$ cat src/nhp_pkg.sv
package nhp_pkg;
  // ===========================================================
  // bus width and fifo depth
  localparam int DW = 16;
  localparam int FIFO_DEPTH = 8;
  // ===========================================================
  // address field positions
  localparam int COL_W = 12;
  localparam int PAGE_W = 6;
  localparam int BLK_W = 13;
  localparam int BLK_LO = 6;
  // ===========================================================
  // commands
  localparam logic [7:0] CMD_STATUS = 8'h70;
  localparam logic [7:0] CMD_STATUS_ENH = 8'h78;
  localparam logic [7:0] CMD_READ_MODE = 8'h00;
  localparam logic [7:0] CMD_RESET = 8'hff;
  // ===========================================================
  // timing
  localparam int CLK_PERIOD_NS = 10;
  localparam int EDO_LIMIT_NS = 30;
  localparam int RESET_BUSY_US = 1000;
  localparam int RESET_BUSY_CYC = RESET_BUSY_US * 1000 / CLK_PERIOD_NS;
  localparam logic [7:0] DEF_HALF_CYC = 8'h02;
  localparam logic [15:0] DEF_GUARD_CYC = 16'h0014;
  localparam int ADDR_CYCLES = 5;

  typedef enum logic [2:0] {
    OP_CMD = 3'h0,
    OP_ADDR = 3'h1,
    OP_WRITE = 3'h2,
    OP_READ = 3'h3,
    OP_GUARD = 3'h4,
    OP_RELEASE = 3'h5
  } nhp_op_e;

  typedef struct packed {
    nhp_op_e op;
    logic [7:0] cmd;
    logic [COL_W-1:0] col;
    logic [PAGE_W-1:0] page;
    logic [BLK_W-1:0] blk;
    logic [15:0] count;
    logic guard;
  } nhp_req_s;

  typedef struct packed {
    logic ce_n;
    logic cle;
    logic ale;
    logic we_n;
    logic read_strobe_n;
    logic wp_n;
  } nhp_ctl_s;
endpackage

$ cat src/nhp_host.sv
`timescale 1ns/1ps
// Notes on behaviour
// RULE1: five address bytes: column, column, page/block, block, block/die
// RULE2: x16 column bit10 only with 9:5 zero
// RULE3: x8 column bit11 only with 10:6 zero
// RULE4: block bit 6 selects the plane
// RULE5: block bit 18 selects the die
// RULE6: commands/addresses on low byte, upper zero
// RULE7: unused address bits driven low
// RULE8: command latched on write strobe rise, cle high
// RULE9: address latched on write strobe rise, ale high
// RULE10: data written on write strobe rise, latches low
// RULE11: device drives data on read strobe fall
// RULE12: capture rising edge if cycle >=30ns, else falling; the code captures before the strobe rise at every cycle time
// RULE13: chip select high puts idle device in standby
// RULE14: busy die ignores commands except status reads; the flash model also accepts reset while busy
// RULE15: busy die accepts addresses after enhanced status
// RULE16: unselected or busy die discards data input
// RULE17: busy die outputs only status after status read; the flash model does not drive the bus at all while busy
// RULE18: issue read mode after enhanced status
// RULE19: guard low blocks program and erase
// RULE20: guard changes only when ready, then wait
// RULE21: guard honoured even with chip select high
// RULE22: guard held low from power-on
// RULE23: ready/busy high only when all dies ready
// RULE24: reset command first, then busy 1ms
// RULE25: guard wait and cycle time programmable
module nhp_host
  import nhp_pkg::*;
#(
  parameter int RESET_WAIT = RESET_BUSY_CYC
) (
  // clock and reset
  input  wire logic                    i_mclk,
  input  wire logic                    i_rst_n,
  input  wire logic                    i_ce,
  // configuration
  input  wire logic                    i_x16,
  input  wire logic [7:0]              i_half_cyc,
  input  wire logic [15:0]             i_guard_cyc,
  // request
  input  wire logic                    i_req_valid,
  output logic                         o_req_ready,
  input  wire nhp_pkg::nhp_req_s       i_req,
  // write data in
  input  wire logic                    i_wdata_valid,
  output logic                         o_wdata_ready,
  input  wire logic [nhp_pkg::DW-1:0]  i_wdata,
  // read data out
  output logic                         o_rdata_valid,
  input  wire logic                    i_rdata_ready,
  output logic      [nhp_pkg::DW-1:0]  o_rdata,
  // status
  output logic                         o_busy,
  output logic                         o_init_done,
  output logic                         o_order_err,
  // flash pins
  output nhp_pkg::nhp_ctl_s            o_ctl,
  output logic      [nhp_pkg::DW-1:0]  o_io,
  output logic      [nhp_pkg::DW-1:0]  o_io_oe,
  input  wire logic [nhp_pkg::DW-1:0]  i_io,
  input  wire logic                    i_ready_busy_n
);
  import nhp_pkg::*;

  typedef enum logic [4:0] {
    ST_INIT  = 5'b00001,
    ST_IDLE  = 5'b00010,
    ST_LOW   = 5'b00100,
    ST_HIGH  = 5'b01000,
    ST_GUARD = 5'b10000
  } nhp_state_e;

  // ===========================================================
  // synchronisers
  logic [DW-1:0] io_s1;
  logic [DW-1:0] io_s2;
  logic [1:0]    rb_s;
  always_ff @(posedge i_mclk) begin
    if (i_ce) begin
      io_s1 <= i_io;
      io_s2 <= io_s1;
      rb_s  <= {rb_s[0], i_ready_busy_n};
    end
  end
  logic ready;
  assign ready = rb_s[1]; // [RULE23]

  // ===========================================================
  // address byte builder
  function automatic logic [7:0] addr_byte(input nhp_req_s r, input logic [2:0] n,
                                           input logic x16);
    logic [7:0] b;
    b = 8'h00;
    case (n)
      3'h0: b = r.col[7:0]; // [RULE1]
      3'h1: b = x16 ? {5'h00, r.col[10:8]} : {4'h0, r.col[11:8]}; // [RULE7]
      3'h2: b = {r.blk[1:0], r.page}; // [RULE4]
      3'h3: b = r.blk[9:2];
      3'h4: b = {5'h00, r.blk[12:10]}; // [RULE5]
      default: b = 8'h00;
    endcase
    return b;
  endfunction

  // x16: bit10 only with 9:5 zero; x8: bit11 only with 10:6 zero
  function automatic logic col_ok(input logic [COL_W-1:0] c, input logic x16);
    return x16 ? (!c[10] || (c[9:5] == 5'h00)) && !c[11] // [RULE2]
               : (!c[11] || (c[10:6] == 5'h00)); // [RULE3]
  endfunction

  // ===========================================================
  // fifos
  logic          wf_valid;
  logic          wf_pop;
  logic [DW-1:0] wf_data;
  logic          rf_push;
  logic          rf_ready;
  logic [DW-1:0] rf_data;
  nhp_fifo #(.WIDTH(DW), .DEPTH(FIFO_DEPTH)) u_wfifo (
    .i_mclk  (i_mclk),
    .i_rst_n (i_rst_n),
    .i_ce    (i_ce),
    .i_valid (i_wdata_valid),
    .o_ready (o_wdata_ready),
    .i_data  (i_wdata),
    .o_valid (wf_valid),
    .i_ready (wf_pop),
    .o_data  (wf_data)
  );
  nhp_fifo #(.WIDTH(DW), .DEPTH(FIFO_DEPTH)) u_rfifo (
    .i_mclk  (i_mclk),
    .i_rst_n (i_rst_n),
    .i_ce    (i_ce),
    .i_valid (rf_push),
    .o_ready (rf_ready),
    .i_data  (rf_data),
    .o_valid (o_rdata_valid),
    .i_ready (i_rdata_ready),
    .o_data  (o_rdata)
  );

  // ===========================================================
  // sequencer
  nhp_state_e state;
  nhp_req_s   cur;
  logic [2:0] acnt;
  logic [15:0] left;
  logic [23:0] tmr;
  logic        extended_output_mode;
  logic        enh_pending;
  logic        tmr_done;
  assign tmr_done    = (tmr == 24'h000000);
  assign extended_output_mode         = (32'(i_half_cyc) * 2 * CLK_PERIOD_NS) < EDO_LIMIT_NS; // [RULE25]
  // requests held off while the target reports busy
  assign o_req_ready = (state == ST_IDLE) && ready; // [RULE20]
  assign o_busy      = !ready || (state != ST_IDLE);
  assign wf_pop      = (state == ST_LOW) && tmr_done && (cur.op == OP_WRITE) && wf_valid;
  // capture before the strobe rise in both modes; with edo the strobe does not wait for fifo room
  assign rf_push     = (state == ST_HIGH) && tmr_done && (cur.op == OP_READ) && rf_ready;
  assign rf_data     = i_x16 ? io_s2 : {8'h00, io_s2[7:0]}; // [RULE12]

  always_ff @(posedge i_mclk) begin
    if (!i_rst_n) begin
      state       <= ST_INIT;
      cur         <= '0;
      acnt        <= 3'h0;
      left        <= 16'h0000;
      tmr         <= 24'(RESET_WAIT);
      o_init_done <= 1'b0;
      o_order_err <= 1'b0;
      enh_pending <= 1'b0;
      o_ctl       <= '{ce_n: 1'b1, cle: 1'b0, ale: 1'b0, we_n: 1'b1,
                       read_strobe_n: 1'b1, wp_n: 1'b0}; // [RULE22]
      o_io        <= '0;
      o_io_oe     <= '0;
    end else if (i_ce) begin
      if (!tmr_done) begin
        tmr <= tmr - 24'h000001;
      end
      case (state)
        ST_INIT: begin
          // issue reset as the first command once ready, then let busy time elapse
          if (tmr_done && ready) begin
            cur         <= '0;
            cur.op      <= OP_CMD;
            cur.cmd     <= CMD_RESET; // [RULE24]
            o_ctl.ce_n  <= 1'b0;
            state       <= ST_LOW;
            o_init_done <= 1'b1;
            tmr         <= 24'(i_half_cyc);
          end
        end
        ST_IDLE: begin
          if (i_req_valid && ready) begin // [RULE20]
            cur  <= i_req;
            acnt <= 3'h0;
            left <= i_req.count;
            tmr  <= 24'(i_half_cyc);
            o_order_err <= (i_req.op == OP_ADDR) && !col_ok(i_req.col, i_x16);
            if (i_req.op == OP_RELEASE) begin
              o_ctl.ce_n <= 1'b1; // [RULE13]
            end else if (i_req.op == OP_GUARD) begin
              o_ctl.wp_n <= i_req.guard; // [RULE19] [RULE21]
              tmr        <= 24'(i_guard_cyc);
              state      <= ST_GUARD;
            end else begin
              if (i_req.op == OP_CMD) begin
                enh_pending <= (i_req.cmd == CMD_STATUS_ENH); // [RULE18]
              end
              if (i_req.op == OP_READ && enh_pending) begin
                o_order_err <= 1'b1;
              end
              o_ctl.ce_n <= 1'b0;
              state      <= ST_LOW;
            end
          end
        end
        ST_LOW: begin
          // strobe low phase; drive bus, or release it for reads
          o_ctl.cle <= (cur.op == OP_CMD); // [RULE8]
          o_ctl.ale <= (cur.op == OP_ADDR); // [RULE9]
          if (cur.op == OP_READ) begin
            o_ctl.read_strobe_n <= 1'b0; // [RULE11]
            o_io_oe             <= '0;
          end else begin
            o_ctl.we_n <= 1'b0;
            o_io_oe    <= i_x16 ? 16'hffff : 16'h00ff;
            if (cur.op == OP_CMD) begin
              o_io <= {8'h00, cur.cmd}; // [RULE6]
            end else if (cur.op == OP_ADDR) begin
              o_io <= {8'h00, addr_byte(cur, acnt, i_x16)}; // [RULE1] [RULE6]
            end else begin
              o_io <= i_x16 ? wf_data : {8'h00, wf_data[7:0]}; // [RULE10]
            end
          end
          if (tmr_done && (cur.op != OP_WRITE || wf_valid)) begin
            tmr   <= 24'(i_half_cyc);
            state <= ST_HIGH;
          end
        end
        ST_HIGH: begin
          // rising strobe latches command, address or data
          if (tmr_done && (cur.op != OP_READ || rf_ready || extended_output_mode)) begin
            o_ctl.we_n          <= 1'b1;
            o_ctl.read_strobe_n <= 1'b1;
            tmr                 <= 24'(i_half_cyc);
            if (cur.op == OP_ADDR && acnt != 3'(ADDR_CYCLES - 1)) begin
              acnt  <= acnt + 3'h1;
              state <= ST_LOW;
            end else if ((cur.op == OP_WRITE || cur.op == OP_READ) && left > 16'h0001) begin
              left  <= left - 16'h0001;
              state <= ST_LOW;
            end else begin
              // latches and bus stand one cycle past the closing strobe edge
              tmr       <= (cur.cmd == CMD_RESET && cur.op == OP_CMD)
                           ? 24'(RESET_WAIT) : 24'h000000;
              state     <= ST_GUARD;
            end
          end
        end
        ST_GUARD: begin
          o_ctl.cle <= 1'b0; // [RULE8]
          o_ctl.ale <= 1'b0; // [RULE9]
          o_io_oe   <= '0;
          if (tmr_done) begin
            state <= ST_IDLE;
          end
        end
        default: state <= ST_IDLE;
      endcase
    end
  end
endmodule

$ cat src/nhp_fifo.sv
`timescale 1ns/1ps
module nhp_fifo #(
  parameter int WIDTH = 16,
  parameter int DEPTH = 8
) (
  // clock
  input  wire logic             i_mclk,
  input  wire logic             i_rst_n,
  input  wire logic             i_ce,
  // fill side
  input  wire logic             i_valid,
  output logic                  o_ready,
  input  wire logic [WIDTH-1:0] i_data,
  // drain side
  output logic                  o_valid,
  input  wire logic             i_ready,
  output logic      [WIDTH-1:0] o_data
);
  localparam int AW = $clog2(DEPTH);
  logic [WIDTH-1:0] mem [DEPTH];
  logic [AW-1:0]    wp;
  logic [AW-1:0]    rp;
  logic [AW:0]      cnt;
  logic             push;
  logic             pop;

  assign o_ready = (cnt != (AW+1)'(DEPTH));
  assign o_valid = (cnt != '0);
  assign o_data  = mem[rp];
  assign push    = i_valid && o_ready && i_ce;
  assign pop     = o_valid && i_ready && i_ce;

  always_ff @(posedge i_mclk) begin
    if (push) begin
      mem[wp] <= i_data;
    end
  end

  always_ff @(posedge i_mclk) begin
    if (!i_rst_n) begin
      wp  <= '0;
      rp  <= '0;
      cnt <= '0;
    end else begin
      if (push) begin
        wp <= (wp == AW'(DEPTH-1)) ? '0 : wp + 1'b1;
      end
      if (pop) begin
        rp <= (rp == AW'(DEPTH-1)) ? '0 : rp + 1'b1;
      end
      if (push && !pop) begin
        cnt <= cnt + 1'b1;
      end else if (pop && !push) begin
        cnt <= cnt - 1'b1;
      end
    end
  end
endmodule

$ cat config.mk
export PLATFORM = sky130hd
export DESIGN_NAME = nhp_host
export DESIGN_NICKNAME = d
export VERILOG_FILES = /design/src/nhp_pkg.sv /design/src/nhp_host.sv /design/src/nhp_fifo.sv
export SDC_FILE = /design/constraint.sdc
export NUM_CORES = 1
export LEC_CHECK = 0
export BUFFER_PORTS_ARGS = -buffer_cell sky130_fd_sc_hd__buf_2
export CORE_MARGIN = 2
export CORE_UTILIZATION = 59
export DETAILED_ROUTE_END_ITERATION = 10
export GPL_ROUTABILITY_DRIVEN = 0
export PLACE_DENSITY = 0.8
export SYNTH_ARGS = -nofsm -noshare
export SYNTH_HDL_FRONTEND = slang
export SYNTH_SLANG_ARGS = --single-unit
$ cat constraint.sdc
create_clock -name i_mclk -period 7.5 [get_ports i_mclk]
set_clock_uncertainty 0.15 [all_clocks]
set_input_delay 1.125 -clock i_mclk [delete_from_list [all_inputs] [get_ports i_mclk]]
set_output_delay 1.125 -clock i_mclk [all_outputs]
set_load 0.01 [all_outputs]
==> run metrics <==
Post-Route Setup TNS 0 ns; Final Hold Viols 0; largest net degree at the start of global routing 125; CTS root buffer clkbuf_16; Min-Delay Path Depth 0; Inserted Clock Buffers 44; M1 WL 17200 um; Layout fillers 2135; gr usage total 25.9%; ratio of cells with drive above 1 in the final layout 25.1%; first-pass GRT wire length 66500 um; CP Capture Point u_rfifo.cnt[3]$_SDFFE_PN0P_; FMAX 231 MHz; RSZ-0062 raised after global routing no; register area share after synthesis 62.4%; fin. max-slew vios 0; synthesized flop and latch total 433; Initial Utilization 60.3%; Worst VDD drop 0.239 mV; # H-tree levels 2; Die Y 181 um; final worst path period need 4.33 ns; Area Overhead vs Synth 13.9%; remaining antenna violation count 0; Mapped Cells 1357; worst-path fanout max 12; Crit. Startpoint tmr[0]$_SDFFE_PN0P_; max_slew headroom 25.5%; Worst R2R Setup Slack 3.17 ns; wire length on met3 3070 um; status complete, no violations; top routing layer used met4; met2 WL post-DR 21600 um; pwr dens 231 mW/mm^2; Leakage 7.17 nW; arrival time worst endpoint 4.64 ns; critical path launch point type flop; Setup Viol. Count Final 0; Netlist cell types 78; # nets final 1669; Max Cap Viol 0; average size of a mapped cell 13.7 um^2; clk slew on worst S/H paths 0.06 ns; most frequent cells after synthesis edfxtp_1 (290), dfxtp_1 (143), nand2_1 (84), nor2_1 (69), mux4_2 (64); Post-synth EDFFs 290; Post-Place Cells 1860; I/O pin count 183; Worst Reg-to-Reg Cells 14; Max clock buf depth 3; hpwl dp 27500 um; number of global-route vias before repair 11962; vias per inst 6.24; Synthesized Nets 1516; core area 0.0307 mm^2; beginning of the worst register-to-register path tmr[0]$_SDFFE_PN0P_; initial antenna violation count 1; WP data required 7.82 ns; Non-Filler Instances 1942; row cnt 64; GRT Residual Overflow 0; leading area contributor after synthesis edfxtp_1; cell with the most instances after synthesis edfxtp_1; port bufs 182; synthesized cell area 0.0185 mm^2; synth top area cells edfxtp_1 (47%), dfxtp_1 (15%), mux4_2 (7.8%), ha_1 (2.2%), nor2b_1 (1.9%); 1st-iter DRT viols 1203; clk_lat worst skew 0.54 ns; Post-Route WL 42900 um; FF-to-FF End u_rfifo.cnt[3]$_SDFFE_PN0P_; worst-margin pin slew 1.12 ns; kind of end point of the critical path flop; CTS tree yes; ant diodes 0; Die ar. 0.0329 mm^2; crit share post-route 57.7%; worst hold path class reg -> reg; Die X 181 um; critical path type reg -> reg; clk sinks 433; drt wl/cell 22.1 um; post-CTS setup buffers 0; Synth Warn # 0; # DRC 0; first-pass detailed-route iteration total 7; post_cts resized 0; via count 12114; main flop type after synthesis edfxtp_1; hold_buf cts 0; Yosys top cell area share 47.0%; async set or reset register ratio after synthesis 0%
## cell usage in the layout (no fill, tap or decap), types with 21 or more instances in the layout
cell	n
a21oi_1	43
a22oi_1	37
and2_1	27
buf_2	181
clkbuf_16	44
dfxtp_1	139
edfxtp_1	290
ha_1	33
inv_1	21
mux2i_1	24
mux4_2	64
nand2_1	84
nand3_1	32
nor2_1	60
nor2b_1	55
nor3_1	22
o211ai_1	22
o21ai_0	54
## sequential cells by signal (all words and copies together), names as in the netlist, 4 cells and up, named ones only
signal / cells
u_rfifo.cnt: 4
o_io: 16
u_wfifo.cnt: 4
io_s1: 16
left: 16
state: 5
cur: 42
u_wfifo.mem: 128
u_rfifo.mem: 128
tmr: 24
io_s2: 16
o_ctl: 6
## worst max-delay path: stages, from the launching register on
cell and delay, ns:
dfxtp_1 0.33, inv_1 0.06, ha_1 0.18, nor2b_1 0.34, nand3_1 0.49, nor3_2 0.65
and4_1 0.51, ha_1 0.25, inv_1 0.10, ha_1 0.30, a21o_1 0.18, a21oi_1 0.17
xnor2_1 0.09, or3_1 0.30, a21boi_0 0.15
## power breakdown
| group | internal, mW | total [mW] | switching [mW] | leakage [nW] |
|---|---|---|---|---|
| logic | 0.0725 | 0.179 | 0.106 | 2.73 |
| registers | 2.58 | 2.60 | 0.0246 | 3.76 |
| clock network | 1.19 | 2.09 | 0.900 | 0.677 |
| total | 3.85 | 4.88 | 1.03 | 7.17 |
## stage by stage
step                area [um^2]  hold WS [ns]  setup WS (ns)  power, mW  utilization (%)
floorplan                 18500         0.250           3.47       2.74                -
global placement          19700         0.251           2.88       2.82             64.2
detailed placement        19700         0.255           2.76       2.83             64.2
CTS                       21100         0.270           3.27       4.90             68.7
global route              21100         0.283           2.91       5.01             68.7
finish                    21100         0.267           3.17       4.88             68.7
## worst min path at each step
stage                        startpoint                  end  slack (ns)
floorplan            io_s1[0]$_DFFE_PP_   io_s2[0]$_DFFE_PP_        0.25
global placement     io_s1[7]$_DFFE_PP_   io_s2[7]$_DFFE_PP_        0.25
detailed placement  io_s1[11]$_DFFE_PP_  io_s2[11]$_DFFE_PP_        0.26
CTS                 io_s1[10]$_DFFE_PP_  io_s2[10]$_DFFE_PP_        0.27
global route        io_s1[13]$_DFFE_PP_  io_s2[13]$_DFFE_PP_        0.28
finish              io_s1[11]$_DFFE_PP_  io_s2[11]$_DFFE_PP_        0.27
## kinds of logic after synthesis
kind of cell / after synthesis / share of synthesized area (%)
AO/OA/AOI/OAI: 280 / 10.6
XOR/XNOR: 14 / 0.661
adder cells (fa/ha/maj): 36 / 2.55
buffers and inverters: 108 / 2.63
flip-flops: 433 / 62.4
multiplexers: 104 / 10.0
AND/OR/NAND/NOR: 382 / 11.2
## final cells by class
type                            count  area, um^2  area share (%)
Sequential cell                   433       11600            54.8
Multi-Input combinational cell    816        6590            31.2
Clock buffer                       62        1200            5.67
Timing Repair Buffer              194        1000            4.75
Tap cell                          396         495            2.35
Clock inverter                     20         181           0.859
Inverter                           21        78.8           0.373
## routing by layer
metal	up-vias	global-route usage, %
li1	5558	-
met1	5970	34.9
met2	513	44.3
met3	73	3.73
met4	0	7.51
met5	-	0
No activity file was read; power rests on OpenSTA's default activity.
